[config.mk]
export PLATFORM = sky130hd
export DESIGN_NAME = wdl_wake_detect
export DESIGN_NICKNAME = d
export VERILOG_FILES = /design/src/shared/wdl_pkg.sv /design/src/shared/wdl_rate_if.sv /design/src/hdl/wdl_wake_detect.sv /design/src/hdl/wdl_sticky.sv /design/src/hdl/wdl_rate_div.sv
export SDC_FILE = /design/constraint.sdc
export NUM_CORES = 1
export LEC_CHECK = 0
export BUFFER_PORTS_ARGS = -buffer_cell sky130_fd_sc_hd__clkbuf_2
export CAP_MARGIN = 10
export CORE_MARGIN = 2
export CORE_UTILIZATION = 31
export DETAILED_ROUTE_END_ITERATION = 12
export GPL_ROUTABILITY_DRIVEN = 0
export PLACE_DENSITY = 0.6
export SLEW_MARGIN = 25
export SYNTH_ARGS = -nofsm -noshare
export SYNTH_HDL_FRONTEND = slang
export SYNTH_SLANG_ARGS = --single-unit
[constraint.sdc]
create_clock -name clk -period 2.6 [get_ports clk]
set_clock_uncertainty 0.1 [all_clocks]
set_input_delay 0.39 -clock clk [delete_from_list [all_inputs] [get_ports clk]]
set_output_delay 0.39 -clock clk [all_outputs]
set_load 0.02 [all_outputs]
[src/shared/wdl_pkg.sv]
// Purpose: Constants and register layout for the wake and detect-event latch block.
// Assumes: APB with 32-bit data; register indices times four give byte addresses.
// Notes:
package wdl_pkg;
  // ----------------------------------------
  // Register indices and byte addresses
  // ----------------------------------------
  localparam int IDX_CLK_CTRL = 'h1009;
  localparam int IDX_PDN_ONE = 'h1101;
  localparam int IDX_STAT_ONE = 'h1309;
  localparam int IDX_STAT_TWO = 'h130A;
  localparam int IDX_IRQ_STAT = 'h1320;
  localparam int IDX_IRQ_MASK = 'h1321;
  localparam int IDX_WAKE_CTRL = 'h1B71;
  localparam int IDX_MIC_DET = 'h1B75;
  localparam logic [15:0] ADDR_CLK_CTRL = 16'(IDX_CLK_CTRL * 4);
  localparam logic [15:0] ADDR_PDN_ONE = 16'(IDX_PDN_ONE * 4);
  localparam logic [15:0] ADDR_STAT_ONE = 16'(IDX_STAT_ONE * 4);
  localparam logic [15:0] ADDR_STAT_TWO = 16'(IDX_STAT_TWO * 4);
  localparam logic [15:0] ADDR_IRQ_STAT = 16'(IDX_IRQ_STAT * 4);
  localparam logic [15:0] ADDR_IRQ_MASK = 16'(IDX_IRQ_MASK * 4);
  localparam logic [15:0] ADDR_WAKE_CTRL = 16'(IDX_WAKE_CTRL * 4);
  localparam logic [15:0] ADDR_MIC_DET = 16'(IDX_MIC_DET * 4);

  // ----------------------------------------
  // Field positions
  // ----------------------------------------
  localparam int RATE_SEL_BIT = 1;
  localparam int MIC_WAKE_MASK_BIT = 7;
  localparam int PLUG_WAKE_MASK_BIT = 6;
  localparam int WAKE_BEHAV_BIT = 5;
  localparam int WAKE_RELEASE_BIT = 0;
  localparam int COPY_STBY_BIT = 7;
  localparam int EVT_SEL_BIT = 6;
  localparam int GLOBAL_PDN_BIT = 0;
  // Event vector order, also the interrupt status layout
  localparam int EV_PLUG = 0;
  localparam int EV_UNPLUG = 1;
  localparam int EV_PRESS = 2;
  localparam int EV_RELEASE = 3;
  localparam int EV_FALL = 4;
  localparam int EV_RISE = 5;
  localparam int EV_W = 6;

  // ----------------------------------------
  // Reset values and timing
  // ----------------------------------------
  localparam logic [7:0] CLK_CTRL_RST = 8'h00;
  localparam logic [7:0] PDN_ONE_RST = 8'hFF;
  localparam logic [7:0] WAKE_CTRL_RST = 8'h00;
  localparam logic [7:0] MIC_DET_RST = 8'h1F;
  localparam logic [EV_W-1:0] IRQ_MASK_RST = 6'h00;
  localparam logic [7:0] PDN_WMASK = 8'hFD;
  localparam logic [7:0] WAKE_WMASK = 8'hE1;
  localparam logic [7:0] CLK_WMASK = 8'h02;
  localparam int RATE_DIV_BASE = 250;
  localparam int RATE_DIV_ALT = 256;
  localparam int RATE_CNT_W = 9;
endpackage : wdl_pkg

[src/shared/wdl_rate_if.sv]
// Purpose: Carries the sample-rate select and tick between controller and divider.
// Assumes: Single clock domain.
// Notes: Tick is a one-cycle pulse.
`timescale 1ns/1ps
interface wdl_rate_if;
  logic rate_sel;
  logic fs_tick;
  modport ctl (output rate_sel, input fs_tick);
  modport div (input rate_sel, output fs_tick);
endinterface : wdl_rate_if

[src/hdl/wdl_wake_detect.sv]
// Purpose: Wake output, sticky detect events and their registers behind an APB slave.
// Assumes: Detect event inputs are one-cycle pulses synchronous to clk.
// Notes: One wait state on every APB access; unmapped addresses answer with pslverr.
//
// Register access over APB was chosen for this implementation.
`timescale 1ns/1ps
module wdl_wake_detect (
  input wire logic clk, // Internal master clock
  input wire logic rst_b, // Async reset, low active
  input wire logic ce, // Clock enable, freezes all state when low
  input wire logic psel, // APB select
  input wire logic penable, // APB enable
  input wire logic pwrite, // APB direction
  input wire logic [15:0] paddr, // APB byte address
  input wire logic [31:0] pwdata, // APB write data
  output logic [31:0] prdata, // APB read data
  output logic pready, // APB ready
  output logic pslverr, // APB error, unmapped address
  input wire logic bias_sense_state, // Live headset bias sense level
  input wire logic plug_event_flag, // Plug detect pulse
  input wire logic unplug_event_flag, // Unplug detect pulse
  input wire logic button_press_event, // Mic button_press_event pulse
  input wire logic button_release_event, // Mic short released pulse
  input wire logic level_fall_event, // Level detect true to false pulse
  input wire logic level_rise_event, // Level detect false to true pulse
  output logic wake_b, // Wake output, low active
  output logic irq, // Interrupt, high active level
  output logic fs_tick, // Internal sample-rate tick
  output logic [7:0] power_down, // Power-down control bits
  output logic [5:0] level_detect_percent // Detect level setting
);
  // ----------------------------------------
  // Declarations
  // ----------------------------------------
  localparam int EW = wdl_pkg::EV_W;
  logic [7:0] clk_ctrl_q, clk_ctrl_d;
  logic [7:0] pdn_q, pdn_d;
  logic [7:0] wake_ctrl_q, wake_ctrl_d;
  logic [7:0] mic_det_q, mic_det_d;
  logic [EW-1:0] irq_mask_q, irq_mask_d;
  logic [31:0] prdata_q, prdata_d;
  logic pready_q, pready_d;
  logic pslverr_q, pslverr_d;
  logic wake_lat_q, wake_lat_d;
  logic wake_b_q, wake_b_d;
  logic irq_q, irq_d;
  logic fs_tick_q;
  logic [EW-1:0] ev;
  logic [EW-1:0] stby_q;
  logic [EW-1:0] core_q;
  logic [EW-1:0] irq_st_q;
  logic [EW-1:0] stby_set;
  logic [EW-1:0] core_set;
  logic [EW-1:0] core_clr;
  logic [EW-1:0] irq_clr;
  logic [EW-1:0] shown;
  logic done;
  logic wr;
  logic rd;
  logic hit;
  logic copy_stby;
  logic evt_sel;
  logic trig;
  logic [7:0] stat_one;
  logic [7:0] stat_two;

  wdl_rate_if rif ();

  // ----------------------------------------
  // Event gathering
  // ----------------------------------------
  always_comb begin
    ev = '0;
    ev[wdl_pkg::EV_PLUG] = plug_event_flag;
    ev[wdl_pkg::EV_UNPLUG] = unplug_event_flag;
    ev[wdl_pkg::EV_PRESS] = button_press_event;
    ev[wdl_pkg::EV_RELEASE] = button_release_event;
    ev[wdl_pkg::EV_FALL] = level_fall_event;
    ev[wdl_pkg::EV_RISE] = level_rise_event;
  end

  assign copy_stby = mic_det_q[wdl_pkg::COPY_STBY_BIT];
  assign evt_sel = mic_det_q[wdl_pkg::EVT_SEL_BIT];
  assign stby_set = copy_stby ? '0 : ev;
  assign core_set = evt_sel ? stby_q : '0;

  // Standby latches survive core power loss; restored from core copy on request
  wdl_sticky #(.W(EW)) u_stby (
    .clk(clk),
    .rst_b(rst_b),
    .ce(ce),
    .set(stby_set),
    .clr('0),
    .load(copy_stby),
    .load_val(core_q),
    .q(stby_q)
  );

  // Core-domain processed copy; the standby set beats the clear from reading its status register
  wdl_sticky #(.W(EW)) u_core (
    .clk(clk),
    .rst_b(rst_b),
    .ce(ce),
    .set(core_set),
    .clr(core_clr),
    .load(1'b0),
    .load_val('0),
    .q(core_q)
  );

  wdl_sticky #(.W(EW)) u_irq (
    .clk(clk),
    .rst_b(rst_b),
    .ce(ce),
    .set(ev),
    .clr(irq_clr),
    .load(1'b0),
    .load_val('0),
    .q(irq_st_q)
  );

  assign rif.rate_sel = clk_ctrl_q[wdl_pkg::RATE_SEL_BIT];

  wdl_rate_div u_div (
    .clk(clk),
    .rst_b(rst_b),
    .ce(ce),
    .rif(rif)
  );

  // ----------------------------------------
  // Status views
  // ----------------------------------------
  always_comb begin
    shown = evt_sel ? core_q : ev;
    stat_one = 8'h00;
    stat_one[7] = bias_sense_state;
    stat_one[6] = shown[wdl_pkg::EV_PLUG];
    stat_one[5] = shown[wdl_pkg::EV_UNPLUG];
    stat_two = 8'h00;
    stat_two[7] = shown[wdl_pkg::EV_FALL];
    stat_two[6] = shown[wdl_pkg::EV_RISE];
    stat_two[5] = shown[wdl_pkg::EV_RELEASE];
    stat_two[4] = shown[wdl_pkg::EV_PRESS];
  end

  // ----------------------------------------
  // APB decode
  // ----------------------------------------
  assign done = psel & penable & pready_q;
  assign wr = done & pwrite;
  assign rd = done & ~pwrite;

  always_comb begin
    case (paddr)
      wdl_pkg::ADDR_CLK_CTRL,
      wdl_pkg::ADDR_PDN_ONE,
      wdl_pkg::ADDR_STAT_ONE,
      wdl_pkg::ADDR_STAT_TWO,
      wdl_pkg::ADDR_IRQ_STAT,
      wdl_pkg::ADDR_IRQ_MASK,
      wdl_pkg::ADDR_WAKE_CTRL,
      wdl_pkg::ADDR_MIC_DET: hit = 1'b1;
      default: hit = 1'b0;
    endcase
  end

  // Read-to-clear only touches the bits that register shows
  always_comb begin
    core_clr = '0;
    irq_clr = '0;
    if (rd && evt_sel && paddr == wdl_pkg::ADDR_STAT_ONE) begin
      core_clr[wdl_pkg::EV_PLUG] = 1'b1;
      core_clr[wdl_pkg::EV_UNPLUG] = 1'b1;
    end
    if (rd && evt_sel && paddr == wdl_pkg::ADDR_STAT_TWO) begin
      core_clr[wdl_pkg::EV_FALL] = 1'b1;
      core_clr[wdl_pkg::EV_RISE] = 1'b1;
      core_clr[wdl_pkg::EV_RELEASE] = 1'b1;
      core_clr[wdl_pkg::EV_PRESS] = 1'b1;
    end
    if (wr && paddr == wdl_pkg::ADDR_IRQ_STAT) begin
      irq_clr = pwdata[EW-1:0];
    end
  end

  // ----------------------------------------
  // Register file
  // ----------------------------------------
  always_comb begin
    clk_ctrl_d = clk_ctrl_q;
    pdn_d = pdn_q;
    wake_ctrl_d = wake_ctrl_q;
    mic_det_d = mic_det_q;
    irq_mask_d = irq_mask_q;
    if (wr) begin
      case (paddr)
        wdl_pkg::ADDR_CLK_CTRL: clk_ctrl_d = pwdata[7:0] & wdl_pkg::CLK_WMASK;
        wdl_pkg::ADDR_PDN_ONE: pdn_d = pwdata[7:0] & wdl_pkg::PDN_WMASK;
        wdl_pkg::ADDR_WAKE_CTRL: wake_ctrl_d = pwdata[7:0] & wdl_pkg::WAKE_WMASK;
        wdl_pkg::ADDR_MIC_DET: mic_det_d = pwdata[7:0];
        wdl_pkg::ADDR_IRQ_MASK: irq_mask_d = pwdata[EW-1:0];
        default: clk_ctrl_d = clk_ctrl_q;
      endcase
    end
  end

  always_comb begin
    pready_d = psel & penable & ~pready_q;
    pslverr_d = pready_d & ~hit;
    prdata_d = prdata_q;
    if (pready_d) begin
      case (paddr)
        wdl_pkg::ADDR_CLK_CTRL: prdata_d = {24'h000000, clk_ctrl_q};
        wdl_pkg::ADDR_PDN_ONE: prdata_d = {24'h000000, pdn_q};
        wdl_pkg::ADDR_STAT_ONE: prdata_d = {24'h000000, stat_one};
        wdl_pkg::ADDR_STAT_TWO: prdata_d = {24'h000000, stat_two};
        wdl_pkg::ADDR_IRQ_STAT: prdata_d = {26'h0000000, irq_st_q};
        wdl_pkg::ADDR_IRQ_MASK: prdata_d = {26'h0000000, irq_mask_q};
        wdl_pkg::ADDR_WAKE_CTRL: prdata_d = {24'h000000, wake_ctrl_q};
        wdl_pkg::ADDR_MIC_DET: prdata_d = {24'h000000, mic_det_q};
        default: prdata_d = 32'h00000000;
      endcase
    end
  end

  // ----------------------------------------
  // Wake and interrupt outputs
  // ----------------------------------------
  always_comb begin
    trig = (ev[wdl_pkg::EV_PRESS] & ~wake_ctrl_q[wdl_pkg::MIC_WAKE_MASK_BIT])
      | ((ev[wdl_pkg::EV_PLUG] | ev[wdl_pkg::EV_UNPLUG])
      & ~wake_ctrl_q[wdl_pkg::PLUG_WAKE_MASK_BIT]);
    if (wake_ctrl_q[wdl_pkg::WAKE_RELEASE_BIT]) begin
      wake_lat_d = 1'b0;
    end else if (!wake_ctrl_q[wdl_pkg::WAKE_BEHAV_BIT]) begin
      wake_lat_d = wake_lat_q | trig;
    end else begin
      wake_lat_d = trig;
    end
    wake_b_d = ~wake_lat_d;
    irq_d = |(irq_st_q & irq_mask_q);
  end

  always_ff @(posedge clk or negedge rst_b) begin
    if (!rst_b) begin
      clk_ctrl_q <= wdl_pkg::CLK_CTRL_RST;
      pdn_q <= wdl_pkg::PDN_ONE_RST;
      wake_ctrl_q <= wdl_pkg::WAKE_CTRL_RST;
      mic_det_q <= wdl_pkg::MIC_DET_RST;
      irq_mask_q <= wdl_pkg::IRQ_MASK_RST;
      prdata_q <= 32'h00000000;
      pready_q <= 1'b0;
      pslverr_q <= 1'b0;
      wake_lat_q <= 1'b0;
      wake_b_q <= 1'b1;
      irq_q <= 1'b0;
      fs_tick_q <= 1'b0;
    end else if (ce) begin
      clk_ctrl_q <= clk_ctrl_d;
      pdn_q <= pdn_d;
      wake_ctrl_q <= wake_ctrl_d;
      mic_det_q <= mic_det_d;
      irq_mask_q <= irq_mask_d;
      prdata_q <= prdata_d;
      pready_q <= pready_d;
      pslverr_q <= pslverr_d;
      wake_lat_q <= wake_lat_d;
      wake_b_q <= wake_b_d;
      irq_q <= irq_d;
      fs_tick_q <= rif.fs_tick;
    end
  end

  assign prdata = prdata_q;
  assign pready = pready_q;
  assign pslverr = pslverr_q;
  assign wake_b = wake_b_q;
  assign irq = irq_q;
  assign fs_tick = fs_tick_q;
  assign power_down = pdn_q;
  assign level_detect_percent = mic_det_q[5:0];
endmodule : wdl_wake_detect

[src/hdl/wdl_sticky.sv]
// Purpose: Bank of sticky bits with set, clear and parallel load.
// Assumes: Set beats clear in the same cycle; load beats both.
// Notes: Shared by the standby latches, core copies and interrupt status.
`timescale 1ns/1ps
module wdl_sticky #(
  parameter int W = 6
) (
  input wire logic clk, // Clock
  input wire logic rst_b, // Async reset, low active
  input wire logic ce, // Clock enable
  input wire logic [W-1:0] set, // Set pulses
  input wire logic [W-1:0] clr, // Clear pulses
  input wire logic load, // Parallel load strobe
  input wire logic [W-1:0] load_val, // Parallel load value
  output logic [W-1:0] q // Sticky state
);
  logic [W-1:0] q_d;

  always_comb begin
    if (load) begin
      q_d = load_val;
    end else begin
      q_d = (q & ~clr) | set;
    end
  end

  always_ff @(posedge clk or negedge rst_b) begin
    if (!rst_b) begin
      q <= '0;
    end else if (ce) begin
      q <= q_d;
    end
  end
endmodule : wdl_sticky

[src/hdl/wdl_rate_div.sv]
// Purpose: Derives the internal sample-rate tick from the internal master clock.
// Assumes: clk is the internal master clock.
// Notes: Changing the select restarts nothing; the count just wraps at the new length.
`timescale 1ns/1ps
module wdl_rate_div (
  input wire logic clk, // Clock
  input wire logic rst_b, // Async reset, low active
  input wire logic ce, // Clock enable
  wdl_rate_if.div rif // Select in, tick out
);
  localparam logic [wdl_pkg::RATE_CNT_W-1:0] LAST_BASE = wdl_pkg::RATE_CNT_W'(wdl_pkg::RATE_DIV_BASE - 1);
  localparam logic [wdl_pkg::RATE_CNT_W-1:0] LAST_ALT = wdl_pkg::RATE_CNT_W'(wdl_pkg::RATE_DIV_ALT - 1);
  logic [wdl_pkg::RATE_CNT_W-1:0] cnt_q;
  logic [wdl_pkg::RATE_CNT_W-1:0] cnt_d;
  logic tick_q;
  logic tick_d;
  logic [wdl_pkg::RATE_CNT_W-1:0] last;

  always_comb begin
    last = rif.rate_sel ? LAST_ALT : LAST_BASE;
    if (cnt_q >= last) begin
      cnt_d = '0;
      tick_d = 1'b1;
    end else begin
      cnt_d = cnt_q + 1'b1;
      tick_d = 1'b0;
    end
  end

  always_ff @(posedge clk or negedge rst_b) begin
    if (!rst_b) begin
      cnt_q <= '0;
      tick_q <= 1'b0;
    end else if (ce) begin
      cnt_q <= cnt_d;
      tick_q <= tick_d;
    end
  end

  assign rif.fs_tick = tick_q;
endmodule : wdl_rate_div

# [After elaboration in Yosys (flattened, before gate mapping)]
# Cells that the tools add are included.
# W data, S select, Z words.
[totals] register_bits=93 input_bits=61 out_inout_bits=51 wordCells=78
[op_classes] n_addsub=1 n_lt_le_gt_ge=1 n_eq_ne=8 mux=14 bitwise_logic=25 reduce_logical=12
[op_table] op="$eq A16 B15 Y1 const B" n=8
[op_table] op="$pmux W8 S8" n=1
[op_table] op="$mux W6" n=5
[op_table] op="$and A6 B6 Y6" n=3
[op_table] op="$or A6 B6 Y6" n=3
[op_table] op="$reduce_and A3 Y1" n=5
[op_table] op="$not A6 Y6" n=2
[op_table] op="$add A9 B1 Y9 const B" n=1
[op_table] op="$ge A9 B9 Y1" n=1
[op_table] op="$mux W9" n=1
[op_table] op="$and A1 B1 Y1" n=8
[op_table] op="$reduce_or A8 Y1" n=1
[op_table] op="$not A1 Y1" n=6
[op_table] op="$reduce_or A6 Y1" n=1
[op_table] op="$logic_and A1 B1 Y1" n=4
[op_table] op="$mux W1" n=4
[op_table] op="$mux W4" n=1
[op_table] op="$mux W3" n=1
[op_table] op="$or A1 B1 Y1" n=3
[op_table] op="$mux W2" n=1
[op_table] op="$reduce_and A2 Y1" n=1

# [Depth between registers and ports, before layout]
[logic_depth] depth_word=9 mapped_depth=7 ltp_nobuf=7

# [By module]
# Synthesis repeated with hierarchy kept, for this count alone.
[unflattened] cells_unflattened=414 area_unflattened_um2=4246.6
[modules_own_cells] mod="wdl_wake_detect" n_inst=1 cells_per_inst=262 area_each_um2=2717.6
[modules_own_cells] mod="wdl_sticky" n_inst=3 cells_per_inst=32 area_each_um2=321.6
[modules_own_cells] mod="wdl_rate_div" n_inst=1 cells_per_inst=56 area_each_um2=564.3

# [Least setup slack after synthesis]
# Ideal clock, no wire load.
[synth_timing] path_type="input to register" startpoint="input paddr[9]" endpoint="register irq_mask_q[0]" arrival_time_ns=2.114 required_time_ns=2.375 path_slack_ns=0.261 cell_stages=6 path_cell_list="or4b_4 or2_4 nor4_4 and2_1 buf_6 mux2_2"
[synth_via] elab_chain_cells=2
[synth_rtl] item="start: declaration" line="wdl_wake_detect.sv:14" text="input wire logic [15:0] paddr,"
[synth_rtl] item="$eq A16 B15 Y1" line="wdl_wake_detect.sv:197" text="case (paddr)"
[synth_rtl] item="$reduce_and A3 Y1 (no source line)"
[synth_rtl] item="end signal: assignment" line="wdl_wake_detect.sv:251" text="irq_mask_q <= wdl_pkg::IRQ_MASK_RST;"
[synth_rtl] item="end signal: assignment" line="wdl_wake_detect.sv:264" text="irq_mask_q <= irq_mask_d;"
[synth_rtl] item="end: declaration" line="wdl_wake_detect.sv:40" text="logic [EW-1:0] irq_mask_q, irq_mask_d;"
# No other way between the ends.
# A chain may end at the register's enable or synchronous reset.

# [Final worst setup path]
[layout_timing] startpoint="input paddr[5]" endpoint="register irq_mask_q[0]"
# Same word-level chain as after synthesis.

==> results.tsv <==
stage	metric	value	unit
critical_path	CP Capture Type	register	
final_layout	ANT cells	0	
drt	via-per-instance ratio	5.17	
drt	DR vias	2903	
sta	Setup TNS Final	0	ns
sta	Final Cycle Share	0.844	
drt	final WL	9570	um
clocking	worst skew pair latency	0.33	ns
drt	Antenna Nets Post-Route	0	
synthesis	Netlist cell types	58	
sta	Tmin final	2.19	ns
synthesis	Seq/Total Area, Yosys	0.468	
run	Max Cap Violations	0	
power	Pwr Total	2.80	mW
power	IR drop worst, VDD	336	uV
global_route	vias in the first global route	2904	
clocking	CTS buffer count	9	
clocking	H-tree depth	3	
global_route	initial antenna violation count	0	
synthesis	EDFF count, synth	0	
critical_path	Worst Path Arrival	2.30	ns
place	Post-DP HPWL	7320	um
clocking	clock root cell	clkbuf_16	
clocking	CTS Buffer Depth	2	
critical_path	cell chain of the critical path	clkbuf_2 -> or4_1 -> or2_4 -> nor4_4 -> and2_1 -> mux2_2	
synthesis	Post-synth ARST share	1.00	
power	PD cells	627	nW/um2
critical_path	WP data required	2.71	ns
sta	Min Hold Slack	-0.0176	ns
clocking	Post-CTS Setup Bufs	0	
critical_path	CP top delay family	simple AND/OR/NAND/NOR gates	
global_route	largest net degree at the start of global routing	44	
synthesis	Yosys top cell by area	dfrtp_1	
final_layout	most frequent cells in the layout	clkbuf_2, dfrtp_1, nor2_1	
floorplan	I/O pin count	112	
status	outcome	complete, but fails checks	
critical_path	CP max FO	6	
synthesis	Synth Warn #	0	
critical_path	Bufs and invs on worst path	1	
min_path	Worst Hold Class	primary input to asynchronous set/reset pin	
final_layout	Area growth, synth to finish	19.9	%
synthesis	synthesis-stage register bit count	69	
clocking	clock tree sinks	69	
clocking	CTS tree	yes	
clocking	cts hold-fix bufs	0	
synthesis	share of the synthesized area in the top cell type	0.369	
sta	Fmax	456	MHz
clocking	number of gates resized after CTS	0	
synthesis	Synth Cell Area	3730	um2
synthesis	Main synth FF type	dfrtp_1	
global_route	GRT Total Usage	0.150	
floorplan	Die Area	12900	um2
synthesis	Mapped Avg Cell Area	11.1	um2
synthesis	Syn Inst Count	336	
floorplan	Initial Utilization	0.314	
clocking	clock edge transition at the registers on the reported setup and hold paths	0.06	ns
floorplan	core region area	11900	um2
critical_path	minimum setup slack among reg-to-reg paths	0.57	ns
critical_path	CP max-delay cell	or4_1	
synthesis	top area cells in the synthesized netlist	dfrtp_1, dfstp_2, mux2_2	
final_layout	nets@finish	474	
critical_path	startpoint types	primary input	
floorplan	Cell Rows	40	
drt	drt drc	0	
place	# port buffers	63	
status	failing checks	hold timing	
sta	fin. max-slew vios	0	
critical_path	Crit path largest cell delay	0.55	ns
floorplan	Die Ht	114	um
global_route	first-pass GRT wire length	15000	um
power	leakage power	2.00	nW
final_layout	commonest non-fill, non-tap cell in the layout	clkbuf_2	
drt	WL/cell	17.0	um
sta	slew margin rel.	0.567	
drt	1st-pass router iterations	4	
drt	Starting DRT DRC Count	158	
global_route	grt ovf	0	
critical_path	CP Class	primary input to register	
sta	Hold Fails Final Rpt	19	
sta	RSZ-0062 raised after global routing	no	
final_layout	layout cells sized above 1	0.373	
floorplan	Chip Width	114	um
sta	setup violators final	0	
sta	Worst Tran Pin Value	0.643	ns
final timing paths:
kind                                                from                             to  cells after the start
setup / recovery                                paddr[5]      irq_mask_q[0]$_DFFE_PN0P_                      6
hold / removal                                     rst_b     u_div.cnt_q[6]$_DFFE_PN0P_                      1
setup reg to reg              u_div.cnt_q[1]$_DFFE_PN0P_     u_div.cnt_q[6]$_DFFE_PN0P_                      6
hold reg to reg            u_div.rif.fs_tick$_DFFE_PN0P_  u_div.rif.fs_tick$_DFFE_PN0P_                      1
max in group asynchronous                          rst_b       mic_det_q[2]$_DFFE_PN1P_                      2
min in group clk                               pwdata[7]      power_down[7]$_DFFE_PN1P_                      2
per-layer routing:
metal | track usage | share of wire | vias to the layer above
li1 | - | - | 1348
met2 | 0.236 | 0.47 | 86
met3 | 0.0308 | 0.044 | 10
met5 | 0 | 0 | -
met1 | 0.204 | 0.47 | 1459
met4 | 0.0626 | 0.016 | 0
cell type report:
class                      count  area, um2
clock buffer                  12        246
clock inverter                 4       47.5
fill                        1137       7390
inverter                       7       26.3
multi-input combinational    241       1750
sequential                    69       1740
tap                          147        184
timing repair buffer          82        470
flip-flops by register name (all words and copies together), names as in the netlist, 4 cells and up:
register / count
prdata: 8
mic_det_q: 8
u_div.cnt_q: 9
u_irq.q: 6
power_down: 8
u_core.q: 6
wake_ctrl_q: 4
u_stby.q: 6
irq_mask_q: 6
per-stage QoR:
step / setup WS (ns) / util / std cells / area [um2] / hold slack, ns
final: 0.405 / 0.377 / 562 / 4470 / -0.0176
after global placement: 0.0743 / 0.352 / 546 / 4180 / 0.346
after floorplan: 0.261 / - / 359 / 3810 / -0.00559
after global routing: 0.299 / 0.377 / 562 / 4470 / 0.0361
after detailed placement: 0.0633 / 0.352 / 546 / 4180 / 0.351
after CTS: 0.400 / 0.377 / 562 / 4470 / 0.00215
Yosys cell counts, types with 2 or more instances:
library cell	instances
o21ai_0	3
and4_1	2
nand4_1	3
and2_1	4
a21o_1	4
ha_1	3
a22o_1	13
dfrtp_1	55
o22a_1	6
a221oi_1	5
nor4_1	7
nand3_1	4
a31oi_1	4
or2_4	2
nor4_4	3
a22oi_1	12
inv_1	7
xnor2_1	2
and3_1	4
clkbuf_1	10
xor2_1	2
o21a_1	2
or2_2	2
dfstp_2	14
mux2_2	26
o2bb2ai_1	3
nand2_1	17
nand2b_1	4
nor3_1	2
or3_1	3
buf_4	30
nor2_1	30
a21oi_1	10
or4_1	4
mux2_4	7
nor4b_1	4
nor4_2	2
power by group:
| group | total (mW) | internal (mW) | switching, mW |
|---|---|---|---|
| combinational | 0.376 | 0.140 | 0.236 |
| clock | 1.21 | 0.765 | 0.444 |
| sequential | 1.22 | 1.15 | 0.0682 |
| total | 2.80 | 2.05 | 0.748 |
kinds of logic (layout without fill, tap and decap cells):
group                    after synthesis  after routing  share of synthesized area
AND/OR/NAND/NOR                      107            107                      0.177
other                                  1             24                    0.00101
buffers and inverters                 49            105                     0.0859
multiplexers                          34             34                      0.109
flip-flops                            69             69                      0.468
AO/OA/AOI/OAI                         69             69                      0.140
XOR/XNOR                               4              4                    0.00940
adder cells (fa/ha/maj)                3              3                     0.0101
(Power assumes the default switching activity.)
